==> src/inc/iel_params.svh <==
// Purpose: offsets, field positions and reset values of the error route and log bank
// Assumes: 8-bit register address, 32-bit register data
// Notes:   definitions only
`ifndef IEL_PARAMS_SVH
`define IEL_PARAMS_SVH

// register offsets
`define IEL_OFF_MASK2    8'hd2
`define IEL_OFF_MCMASK   8'hd3
`define IEL_OFF_LOG0     8'hd8
`define IEL_OFF_LOG1     8'hdc
`define IEL_OFF_LOG2     8'he0
`define IEL_OFF_LOG3     8'he4
`define IEL_OFF_LOGCTL   8'hec
`define IEL_OFF_ISTAT    8'hf0
`define IEL_OFF_IMASK    8'hf4

// error type bit positions, shared by both route masks
`define IEL_BIT_UNCORR   7
`define IEL_BIT_COHER    6
`define IEL_BIT_MTAG     5
`define IEL_BIT_PSN_OUT  4
`define IEL_BIT_RESILV   3
`define IEL_BIT_PSN_PASS 2
`define IEL_BIT_ADDRMAP  1
`define IEL_BIT_CORR     0

// log control fields
`define IEL_LC_VALID     31
`define IEL_LC_NREC      15
`define IEL_LC_REC       14
`define IEL_LC_CAPTURE_A     12

// interrupt status fields
`define IEL_IS_TAKEN     0
`define IEL_IS_MISSED    1

// reset values and writable bits
`define IEL_MASK_RST     8'h00
`define IEL_LOG_RST      32'h0000_0000
`define IEL_LOG1_WMASK   32'hffef_7fff
`define IEL_TAG_LOW      96

`endif

==> src/inc/iel_pkg.sv <==
// Purpose: shared types of the error route and log bank
// Assumes: nothing
// Notes:   numeric constants live in iel_params.svh
package iel_pkg;
  typedef logic [7:0] iel_mask_t;
  typedef enum logic [1:0] {
    IEL_SEV_NONE = 2'b00,
    IEL_SEV_REC  = 2'b01,
    IEL_SEV_NREC = 2'b10
  } iel_sev_e;
endpackage : iel_pkg

==> src/verilog/iel_err_route.sv <==
// Purpose: one error output from flags gated by a route mask
// Assumes: flags and mask are on clk
// Notes:   output registered so it is glitch free toward the pins
`timescale 1ns/1ps
`default_nettype none

module iel_err_route #(
  parameter int W = 8
) (
  input  wire logic         clk,
  input  wire logic         sys_rst,
  input  wire logic [W-1:0] flags,
  input  wire logic [W-1:0] mask,
  output var  logic         err_out
);

  wire logic hit = |(flags & mask);

  always_ff @(posedge clk or posedge sys_rst) begin
    if (sys_rst) begin
      err_out <= 1'b0;
    end else begin
      err_out <= hit;
    end
  end
endmodule : iel_err_route

`default_nettype wire

==> src/verilog/iel_error_route_log.sv <==
// Purpose: internal error routing to error output 2 and machine check, with fault capture
// Assumes: trigger inputs are one-cycle pulses on clk; flags are levels on clk
// Notes:   read data stand only in the cycle after the read strobe
//
// Summary of operation
// - error output 2 rises when a flag is set and its bit in the error-2 route mask is set.
// - the machine check output rises when a flag is set and its machine-check mask bit is set.
// - both masks share one layout: 7 uncorr, 6 coher, 5 multi-tag, 4..0 poison/silver/map/ecc.
// - all mask bits are writable, sticky and reset to zero so nothing routes at power-up.
// - address log captures on a first fatal or non-fatal fault and on memory link faults.
// - address log holds address 31:2 in place, bit 1 for a write, bit 0 for a DRAM target.
// - attribute log holds address 39:32, entry id 14:8, writebacks 19:16; bits 15, 20 read 0.
// - attribute log bit 22 non-posted, bit 21 bypass unused, bit 23 line status.
// - tag snapshot bits 31:0 and 63:32 go to two logs; bits 96 and up go to attribute 31:24.
// - all capture fields are sticky, software writable and reset to zero.
// - capture only while its severity enable is set; without re-arm that enable then clears.
//
// Strobed register access was decided locally.
`timescale 1ns/1ps
`default_nettype none
`include "iel_params.svh"

module iel_error_route_log #(
  parameter int TAG_W = 100
) (
  input  wire logic             clk,
  input  wire logic             sys_rst,
  input  wire logic [7:0]       reg_addr,
  input  wire logic [31:0]      reg_wdata,
  input  wire logic             reg_wr,
  input  wire logic             reg_rd,
  output var  logic [31:0]      reg_rdata,
  input  wire logic [7:0]       err_flags,
  input  wire logic             first_fault_nonfatal,
  input  wire logic             first_fault_fatal,
  input  wire logic             memory_link_first_fault,
  input  wire logic             memory_link_next_fault,
  input  wire logic [39:2]      txn_addr,
  input  wire logic             txn_write,
  input  wire logic             txn_dram,
  input  wire logic [6:0]       directory_entry_id,
  input  wire logic [3:0]       pending_writeback_count,
  input  wire logic             non_posted_flag,
  input  wire logic             bypass_unused_flag,
  input  wire logic             line_status_flag,
  input  wire logic [TAG_W-1:0] request_tag_snapshot,
  output var  logic             error_out2,
  output var  logic             machine_check_output,
  output var  logic             irq
);

  //////////////////////////////////////////////////////////////////////////////
  // register decode

  wire logic wr_mask2  = reg_wr & (reg_addr == `IEL_OFF_MASK2);
  wire logic wr_mcmask = reg_wr & (reg_addr == `IEL_OFF_MCMASK);
  wire logic wr_log0   = reg_wr & (reg_addr == `IEL_OFF_LOG0);
  wire logic wr_log1   = reg_wr & (reg_addr == `IEL_OFF_LOG1);
  wire logic wr_log2   = reg_wr & (reg_addr == `IEL_OFF_LOG2);
  wire logic wr_log3   = reg_wr & (reg_addr == `IEL_OFF_LOG3);
  wire logic wr_logctl = reg_wr & (reg_addr == `IEL_OFF_LOGCTL);
  wire logic wr_istat  = reg_wr & (reg_addr == `IEL_OFF_ISTAT);
  wire logic wr_imask  = reg_wr & (reg_addr == `IEL_OFF_IMASK);

  //////////////////////////////////////////////////////////////////////////////
  // route masks and error outputs

  iel_pkg::iel_mask_t mask2;
  iel_pkg::iel_mask_t mcmask;

  // one layout for both masks, every bit writable
  iel_sticky_reg #(.W(8)) u_mask2 (
    .clk     (clk),
    .sys_rst (sys_rst),
    .sw_we   (wr_mask2),
    .sw_d    (reg_wdata[7:0]),
    .hw_we   (1'b0),
    .hw_d    (`IEL_MASK_RST),
    .q       (mask2)
  );

  iel_sticky_reg #(.W(8)) u_mcmask (
    .clk     (clk),
    .sys_rst (sys_rst),
    .sw_we   (wr_mcmask),
    .sw_d    (reg_wdata[7:0]),
    .hw_we   (1'b0),
    .hw_d    (`IEL_MASK_RST),
    .q       (mcmask)
  );

  // overlapping masks are not policed: a doubly routed error fires both outputs
  iel_err_route #(.W(8)) u_route2 (
    .clk     (clk),
    .sys_rst (sys_rst),
    .flags   (err_flags),
    .mask    (mask2),
    .err_out (error_out2)
  );

  iel_err_route #(.W(8)) u_routemc (
    .clk     (clk),
    .sys_rst (sys_rst),
    .flags   (err_flags),
    .mask    (mcmask),
    .err_out (machine_check_output)
  );

  //////////////////////////////////////////////////////////////////////////////
  // capture triggers

  logic rec_en;
  logic nrec_en;
  logic capture_a;
  logic valid;

  wire logic trig_rec  = first_fault_nonfatal | memory_link_first_fault
                         | memory_link_next_fault;
  wire logic take_rec  = trig_rec & rec_en;
  wire logic take_nrec = first_fault_fatal & nrec_en;
  wire logic take_any  = take_rec | take_nrec;
  // memory link faults only fill the address log
  wire logic take_full = take_nrec | (first_fault_nonfatal & rec_en);
  wire logic missed    = (trig_rec & ~rec_en) | (first_fault_fatal & ~nrec_en);

  iel_pkg::iel_sev_e cur_sev;
  assign cur_sev = take_nrec ? iel_pkg::IEL_SEV_NREC :
                   (take_rec ? iel_pkg::IEL_SEV_REC : iel_pkg::IEL_SEV_NONE);

  //////////////////////////////////////////////////////////////////////////////
  // capture data

  wire logic [7:0]  tag_top  = 8'(request_tag_snapshot[TAG_W-1:`IEL_TAG_LOW]);
  wire logic [31:0] cap_log0 = {txn_addr[31:6], txn_addr[5:2],
                                txn_write, txn_dram};
  wire logic [31:0] cap_log1 = {tag_top, line_status_flag, non_posted_flag,
                                bypass_unused_flag, 1'b0, pending_writeback_count,
                                1'b0, directory_entry_id, txn_addr[39:32]};
  wire logic [31:0] sw_log1  = reg_wdata & `IEL_LOG1_WMASK;

  logic [31:0] log0;
  logic [31:0] log1;
  logic [31:0] log2;
  logic [31:0] log3;

  iel_sticky_reg #(.W(32)) u_log0 (
    .clk     (clk),
    .sys_rst (sys_rst),
    .sw_we   (wr_log0),
    .sw_d    (reg_wdata),
    .hw_we   (take_any),
    .hw_d    (cap_log0),
    .q       (log0)
  );

  iel_sticky_reg #(.W(32)) u_log1 (
    .clk     (clk),
    .sys_rst (sys_rst),
    .sw_we   (wr_log1),
    .sw_d    (sw_log1),
    .hw_we   (take_full),
    .hw_d    (cap_log1),
    .q       (log1)
  );

  iel_sticky_reg #(.W(32)) u_log2 (
    .clk     (clk),
    .sys_rst (sys_rst),
    .sw_we   (wr_log2),
    .sw_d    (reg_wdata),
    .hw_we   (take_full),
    .hw_d    (request_tag_snapshot[31:0]),
    .q       (log2)
  );

  iel_sticky_reg #(.W(32)) u_log3 (
    .clk     (clk),
    .sys_rst (sys_rst),
    .sw_we   (wr_log3),
    .sw_d    (reg_wdata),
    .hw_we   (take_full),
    .hw_d    (request_tag_snapshot[63:32]),
    .q       (log3)
  );

  //////////////////////////////////////////////////////////////////////////////
  // log control: a software write wins over the hardware clear of an enable

  wire logic next_rec_en  = wr_logctl ? reg_wdata[`IEL_LC_REC] :
                            (rec_en & ~(take_rec & ~capture_a));
  wire logic next_nrec_en = wr_logctl ? reg_wdata[`IEL_LC_NREC] :
                            (nrec_en & ~(take_nrec & ~capture_a));
  wire logic next_capture_a   = wr_logctl ? reg_wdata[`IEL_LC_CAPTURE_A] : capture_a;
  wire logic next_valid   = take_any | (wr_logctl ? reg_wdata[`IEL_LC_VALID] : valid);

  always_ff @(posedge clk or posedge sys_rst) begin
    if (sys_rst) begin
      rec_en  <= 1'b0;
      nrec_en <= 1'b0;
      capture_a   <= 1'b0;
      valid   <= 1'b0;
    end else begin
      rec_en  <= next_rec_en;
      nrec_en <= next_nrec_en;
      capture_a   <= next_capture_a;
      valid   <= next_valid;
    end
  end

  //////////////////////////////////////////////////////////////////////////////
  // interrupt status, write one to clear; a new event wins over the clear

  logic [1:0]        ist;
  logic [1:0]        imask;
  iel_pkg::iel_sev_e last_sev;

  wire logic [1:0] ist_set    = {missed, take_any};
  wire logic [1:0] ist_clr    = wr_istat ? reg_wdata[1:0] : 2'h0;
  wire logic [1:0] next_ist   = ist_set | (ist & ~ist_clr);
  wire logic [1:0] next_imask = wr_imask ? reg_wdata[1:0] : imask;
  wire logic       next_irq   = |(next_ist & next_imask);

  always_ff @(posedge clk or posedge sys_rst) begin
    if (sys_rst) begin
      ist      <= 2'h0;
      imask    <= 2'h0;
      irq      <= 1'b0;
      last_sev <= iel_pkg::IEL_SEV_NONE;
    end else begin
      ist      <= next_ist;
      imask    <= next_imask;
      irq      <= next_irq;
      last_sev <= take_any ? cur_sev : last_sev;
    end
  end

  //////////////////////////////////////////////////////////////////////////////
  // read path: data only in the cycle after the strobe, unmapped reads zero

  wire logic [31:0] logctl_q = {valid, 15'h0, nrec_en, rec_en, 1'b0, capture_a, 12'h0};
  wire logic [31:0] istat_q  = {26'h0, last_sev, 2'h0, ist};
  wire logic [31:0] rd_sel   =
    (reg_addr == `IEL_OFF_MASK2)  ? {24'h0, mask2}  :
    (reg_addr == `IEL_OFF_MCMASK) ? {24'h0, mcmask} :
    (reg_addr == `IEL_OFF_LOG0)   ? log0            :
    (reg_addr == `IEL_OFF_LOG1)   ? log1            :
    (reg_addr == `IEL_OFF_LOG2)   ? log2            :
    (reg_addr == `IEL_OFF_LOG3)   ? log3            :
    (reg_addr == `IEL_OFF_LOGCTL) ? logctl_q        :
    (reg_addr == `IEL_OFF_ISTAT)  ? istat_q         :
    (reg_addr == `IEL_OFF_IMASK)  ? {30'h0, imask}  : 32'h0;
  wire logic [31:0] next_rd_data = reg_rd ? rd_sel : 32'h0;

  always_ff @(posedge clk or posedge sys_rst) begin
    if (sys_rst) begin
      reg_rdata <= 32'h0;
    end else begin
      reg_rdata <= next_rd_data;
    end
  end
endmodule : iel_error_route_log

`default_nettype wire

==> src/verilog/iel_sticky_reg.sv <==
// Purpose: software writable register that hardware can load
// Assumes: hardware load and software write may coincide
// Notes:   hardware load wins so a capture is never lost
`timescale 1ns/1ps
`default_nettype none

module iel_sticky_reg #(
  parameter int W = 32
) (
  input  wire logic         clk,
  input  wire logic         sys_rst,
  input  wire logic         sw_we,
  input  wire logic [W-1:0] sw_d,
  input  wire logic         hw_we,
  input  wire logic [W-1:0] hw_d,
  output var  logic [W-1:0] q
);

  wire logic [W-1:0] next_q = hw_we ? hw_d : (sw_we ? sw_d : q);

  always_ff @(posedge clk or posedge sys_rst) begin
    if (sys_rst) begin
      q <= '0;
    end else begin
      q <= next_q;
    end
  end
endmodule : iel_sticky_reg

`default_nettype wire
==> config.mk <==
export PLATFORM = sky130hd
export DESIGN_NAME = iel_error_route_log
export DESIGN_NICKNAME = d
export VERILOG_FILES = /design/src/inc/iel_pkg.sv /design/src/verilog/iel_err_route.sv /design/src/verilog/iel_error_route_log.sv /design/src/verilog/iel_sticky_reg.sv
export VERILOG_INCLUDE_DIRS = /design/src /design/src/inc
export SDC_FILE = /design/constraint.sdc
export NUM_CORES = 1
export LEC_CHECK = 0
export ABC_AREA = 1
export BUFFER_PORTS_ARGS = -buffer_cell sky130_fd_sc_hd__buf_2
export CAP_MARGIN = 20
export CORE_ASPECT_RATIO = 0.9
export CORE_MARGIN = 2
export CORE_UTILIZATION = 48
export DETAILED_ROUTE_END_ITERATION = 8
export PLACE_DENSITY = 0.85
export SYNTH_ARGS = -nofsm -noshare
export SYNTH_HDL_FRONTEND = slang
export SYNTH_SLANG_ARGS = --single-unit
==> constraint.sdc <==
create_clock -name clk -period 6.2 [get_ports clk]
set_input_delay 0.93 -clock clk [delete_from_list [all_inputs] [get_ports clk]]
set_output_delay 0.93 -clock clk [all_outputs]
set_load 0.05 [all_outputs]
==> results.md <==
Placement:
- The final estimated routing congestion in global placement is 0.955.
- The cell area after placement is 10000 sq um.
- The HPWL reported at the end of detailed placement is ~18 mm.
- The number of buffers inserted by port buffering is 212.

Worst hold path:
- The type of the most critical hold path is reg2reg.
- The number of cells traversed by the worst hold path is 2.

Routing:
- The number of remaining DRC errors is 0.
- The final layout contains routed wiring with a total length of between 20 and 30 mm.
- The residual antenna-violating net count after detailed routing is 0.
- The total iterations of the first detailed-routing run is 5.
- The total via count after detailed routing is 8533.
- The wire length per cell after detailed routing is 17.8 um.
- For this block, the initial DRC count from the detailed router was roughly 780.
- After detailed routing, the number of vias per cell comes to 5.54.

Run:
- Across the run, the number of max-cap violations was 0.

Timing:
- Measured against its own limit, the worst slew margin works out to a little over a third.
- The worst clock skew on the final layout is 0.0111 ns.
- The slew of the pin with the lowest slew margin is 0.961 ns.
- The sum of negative setup slack is 0 ns.
- The final-report hold violation count is 0.
- The worst path uses 52.9% of the clock period.
- Setup violations remaining at the end of the flow were counted as 0.
- The time the final worst path needs with I/O delays and setup is 3.28 ns.
- Setup repair after global routing left no endpoint under its margin.
- Static timing analysis puts the maximum clock frequency at 0.305 GHz.
- The number of pins exceeding their max-slew limit in the final report came to 0.

Setup path:
- Walking the worst path, the cells encountered are buf_2 -> inv_2 -> nand2_2 -> nor3_2 -> nand2_2 -> buf_4 -> inv_2 -> nand2_1 -> nand2_1 -> buf_4 -> inv_1 -> nand2_1 -> o211ai_1.
- In this run the critical register-to-register path is launched from nrec_en.
- The worst reg-to-reg path cell count is 7.
- Together, buffers and inverters on the worst path number 6.
- STA puts the critical path data required time at approximately 6.5 ns.
- Data arrives at the worst endpoint at 3.58 ns.
- The critical register-to-register path endpoint is u_log3.q[5].
- The cell count along the critical path is 13.
- The worst-path cell with the longest stage delay is sky130_fd_sc_hd__nand2_1.
- The most critical setup path has its startpoint at reg_addr[1].
- The worst setup path is of the in2reg kind.
- The critical path ends at u_log0.q[0].
- The kind of cell adding the most delay to the critical path is buffers and inverters.
- The startpoint kind of the worst setup timing path is a primary input.
- Along the worst path, the maximum fanout reaches 36.
- For this run, the slowest stage of the critical path takes 0.59 ns.
- By instance count, the cell type seen most on the critical path is sky130_fd_sc_hd__nand2_1.
- The setup slack of the most critical reg-to-reg path is 3.45 ns.
- The critical path capture point type is a register.

Clock tree:
- The number of hold buffers added after CTS was 0.
- No sink is reached through more buffers than the 2 on the longest clock path.
- The H-tree depth is 4.
- The clock insertion delay at the later pin of the skew report is 0.44 ns.
- Clock tree synthesis inserted a total of 17 buffers.
- The clock root buffer is sky130_fd_sc_hd__clkbuf_16.
- Post-CTS repair changed the size of 0 cells.
- TritonCTS built the clock tree.
- The number of sinks on the clock net is 187.
- The total setup buffers inserted after CTS is 0.
- The clock transition time at the flip-flop clock pins of the worst setup and hold paths is 0.07 ns.

Global routing:
- For this run, the total global-route usage over all layers was measured as 27.8%.
- Entering global routing, the biggest net connects 100 pins.
- Summed over all layers, the global routing overflow is 0.
- The number of antenna violations at the first check in global routing is 2.
- The number of global-route vias before repair was 7964.
- The first global-routing pass estimated about 42 mm of wire.

Yosys:
- The number of distinct library cell variants in the gate-level netlist after synthesis is 36.
- The yosys synthesis warning count is 0.
- Each instance of the synthesized netlist takes up on average a little over 8 sq um.
- The synthesized design contains between 150 and 200 register bits.
- The total standard cell area after synthesis is 8870 sq um.
- When the netlist entered floorplanning its net count stood at 1305.
- The cell count after synthesis came out at 1095.
- Sequential elements use 52.8% of the synthesized area.

Floorplanning:
- The initial utilization of the core area, before any placement, comes to 48.6%.
- The die area is 19600 sq um.
- The die is 133 um tall.
- The total I/O pin count is roughly 250.
- The die width is 147 um.
- The placeable core region is between 15000 and 20000 sq um.
- The number of cell rows is 47.

Power:
- The worst voltage drop across the vdd grid is between 0.2 and 0.25 mV.
- Overall power consumption after layout is estimated at 3710 uW.
- For this design the static power due to leakage is 0.00526 uW.
- The power density of the placed cells is 349 nW/um^2.

Finish:
- The utilization after layout is 58.3%.
- For this run, the post-layout net count is ~1500.
- Summing all non-filler instances in the final layout gives an area of 10600 sq um.
- The total of fill cells in the finished design is 1612.
- From synthesis to final layout, the design area changed by 19.8%.
- The fraction of layout instances using a drive strength above 1 is around 22%.

Status:
- The flow ran to the end, and the final reports show no timing, DRC or antenna violations.
[through the flow]
step | std cells | hold WS (ns) | setup slack (ns)
global placement | 1504 | 0.461 | 2.61
global route | 1539 | 0.529 | 2.81
floorplan | 1095 | 0.443 | 0.185
finish | 1539 | 0.481 | 2.92
detailed placement | 1504 | 0.468 | 2.57
CTS | 1536 | 0.484 | 3.01
[placed cells by master (no fill, tap or decap), drive strengths merged]
master	count
a211oi	7
a21oi	35
a221oi	4
a22o	2
a31oi	82
buf	220
bufinv	2
clkbuf	22
clkinv	4
clkinvlp	6
dfrtp	187
diode	2
inv	78
nand2	295
nand3	26
nand4	2
nor2	190
nor3	10
nor4	1
o211ai	11
o21a	1
o21ai	64
o21bai	4
o221ai	2
o22ai	31
or2	6
[metal layers]
metal | track usage [%] | share of wire, % | vias up
met5 | 0 | 0 | -
met2 | 45.1 | 47 | 473
met4 | 9.35 | 2.5 | 0
met1 | 37.7 | 42 | 4006
met3 | 5.59 | 8.8 | 55
li1 | - | - | 3999
[sequential cells by signal, summed over array words and instances (netlist names), 2 cells and up]
| name | count |
|---|---|
| imask | 2 |
| ist | 2 |
| last_sev | 2 |
| reg_rdata | 32 |
| u_log0.q | 32 |
| u_log1.q | 30 |
| u_log2.q | 32 |
| u_log3.q | 32 |
| u_mask2.q | 8 |
| u_mcmask.q | 8 |
[layout make-up]
type                       count  area, sq um  share of cell area (%)
sequential                   187         4680                    44.0
clock buffer                  22          454                    4.27
inverter                      80          308                    2.90
multi-input combinational    773         3610                    34.0
clock inverter                10          119                    1.12
tap                          245          307                    2.88
antenna                        2         5.00                  0.0471
timing repair buffer         220         1150                    10.8
[cells in the mapped netlist]
master / number / share of area (%)
sky130_fd_sc_hd__nor4_1: 1 / 0.071
sky130_fd_sc_hd__dfrtp_1: 187 / 53
sky130_fd_sc_hd__o21ai_0: 62 / 3.5
sky130_fd_sc_hd__buf_2: 25 / 1.4
sky130_fd_sc_hd__a21oi_1: 34 / 1.9
sky130_fd_sc_hd__inv_1: 70 / 3.0
sky130_fd_sc_hd__o22ai_1: 31 / 2.2
sky130_fd_sc_hd__nand2_1: 283 / 12
sky130_fd_sc_hd__nor2_4: 3 / 0.38
sky130_fd_sc_hd__nor3_1: 8 / 0.45
sky130_fd_sc_hd__a21oi_2: 1 / 0.099
sky130_fd_sc_hd__inv_4: 1 / 0.071
sky130_fd_sc_hd__nor2_1: 187 / 7.9
sky130_fd_sc_hd__o21bai_1: 4 / 0.34
sky130_fd_sc_hd__a221oi_1: 4 / 0.39
sky130_fd_sc_hd__clkbuf_1: 18 / 0.76
sky130_fd_sc_hd__a22o_1: 2 / 0.20
sky130_fd_sc_hd__o21ai_4: 1 / 0.18
sky130_fd_sc_hd__a211oi_1: 7 / 0.59
sky130_fd_sc_hd__a31oi_1: 82 / 5.8
sky130_fd_sc_hd__inv_2: 8 / 0.34
sky130_fd_sc_hd__nand2_4: 2 / 0.25
sky130_fd_sc_hd__o21ai_1: 1 / 0.056
sky130_fd_sc_hd__o21a_1: 1 / 0.085
sky130_fd_sc_hd__nand2_2: 10 / 0.71
sky130_fd_sc_hd__buf_6: 2 / 0.25
sky130_fd_sc_hd__nor3_2: 2 / 0.23
sky130_fd_sc_hd__buf_4: 9 / 0.76
sky130_fd_sc_hd__nand3_2: 2 / 0.23
sky130_fd_sc_hd__o211ai_1: 11 / 0.93
sky130_fd_sc_hd__clkinv_1: 1 / 0.042
sky130_fd_sc_hd__buf_1: 1 / 0.042
sky130_fd_sc_hd__o221ai_1: 2 / 0.20
sky130_fd_sc_hd__or2_2: 6 / 0.42
sky130_fd_sc_hd__nand4_1: 2 / 0.14
sky130_fd_sc_hd__nand3_1: 24 / 1.4
[worst reg2reg max path, stage by stage (launching register included)]
cell                       delay, ns
sky130_fd_sc_hd__dfrtp_1        0.40
sky130_fd_sc_hd__nand2_1        0.14
sky130_fd_sc_hd__nand2_2        0.08
sky130_fd_sc_hd__inv_2          0.62
sky130_fd_sc_hd__nand2_2        0.78
sky130_fd_sc_hd__inv_2          0.44
sky130_fd_sc_hd__nand2_1        0.10
sky130_fd_sc_hd__o211ai_1       0.10
[report_power, final]
| group | total (uW) | internal [uW] | switching (uW) |
|---|---|---|---|
| Sequential | 1870 | 1640 | 229 |
| Combinational | 747 | 326 | 422 |
| Clock | 1090 | 604 | 482 |
| Total | 3710 | 2570 | 1130 |
[how the worst min path moves through the flow]
stage | start | end
2_1_floorplan | last_sev[1] | last_sev[1]
3_3_place_gp | u_log1.q[29] | u_log1.q[29]
3_5_place_dp | u_log1.q[28] | u_log1.q[28]
4_1_cts | u_log1.q[28] | u_log1.q[28]
5_1_grt | u_log3.q[15] | u_log3.q[15]
6_report | u_log1.q[29] | u_log1.q[29]
[cell families after synthesis]
logic type	synth area share, %
flip-flops	52.8
AO/OA/AOI/OAI	16.5
AND/OR/NAND/NOR	24.1
buffers and inverters	6.64
No activity file was read; power rests on OpenSTA's default activity.
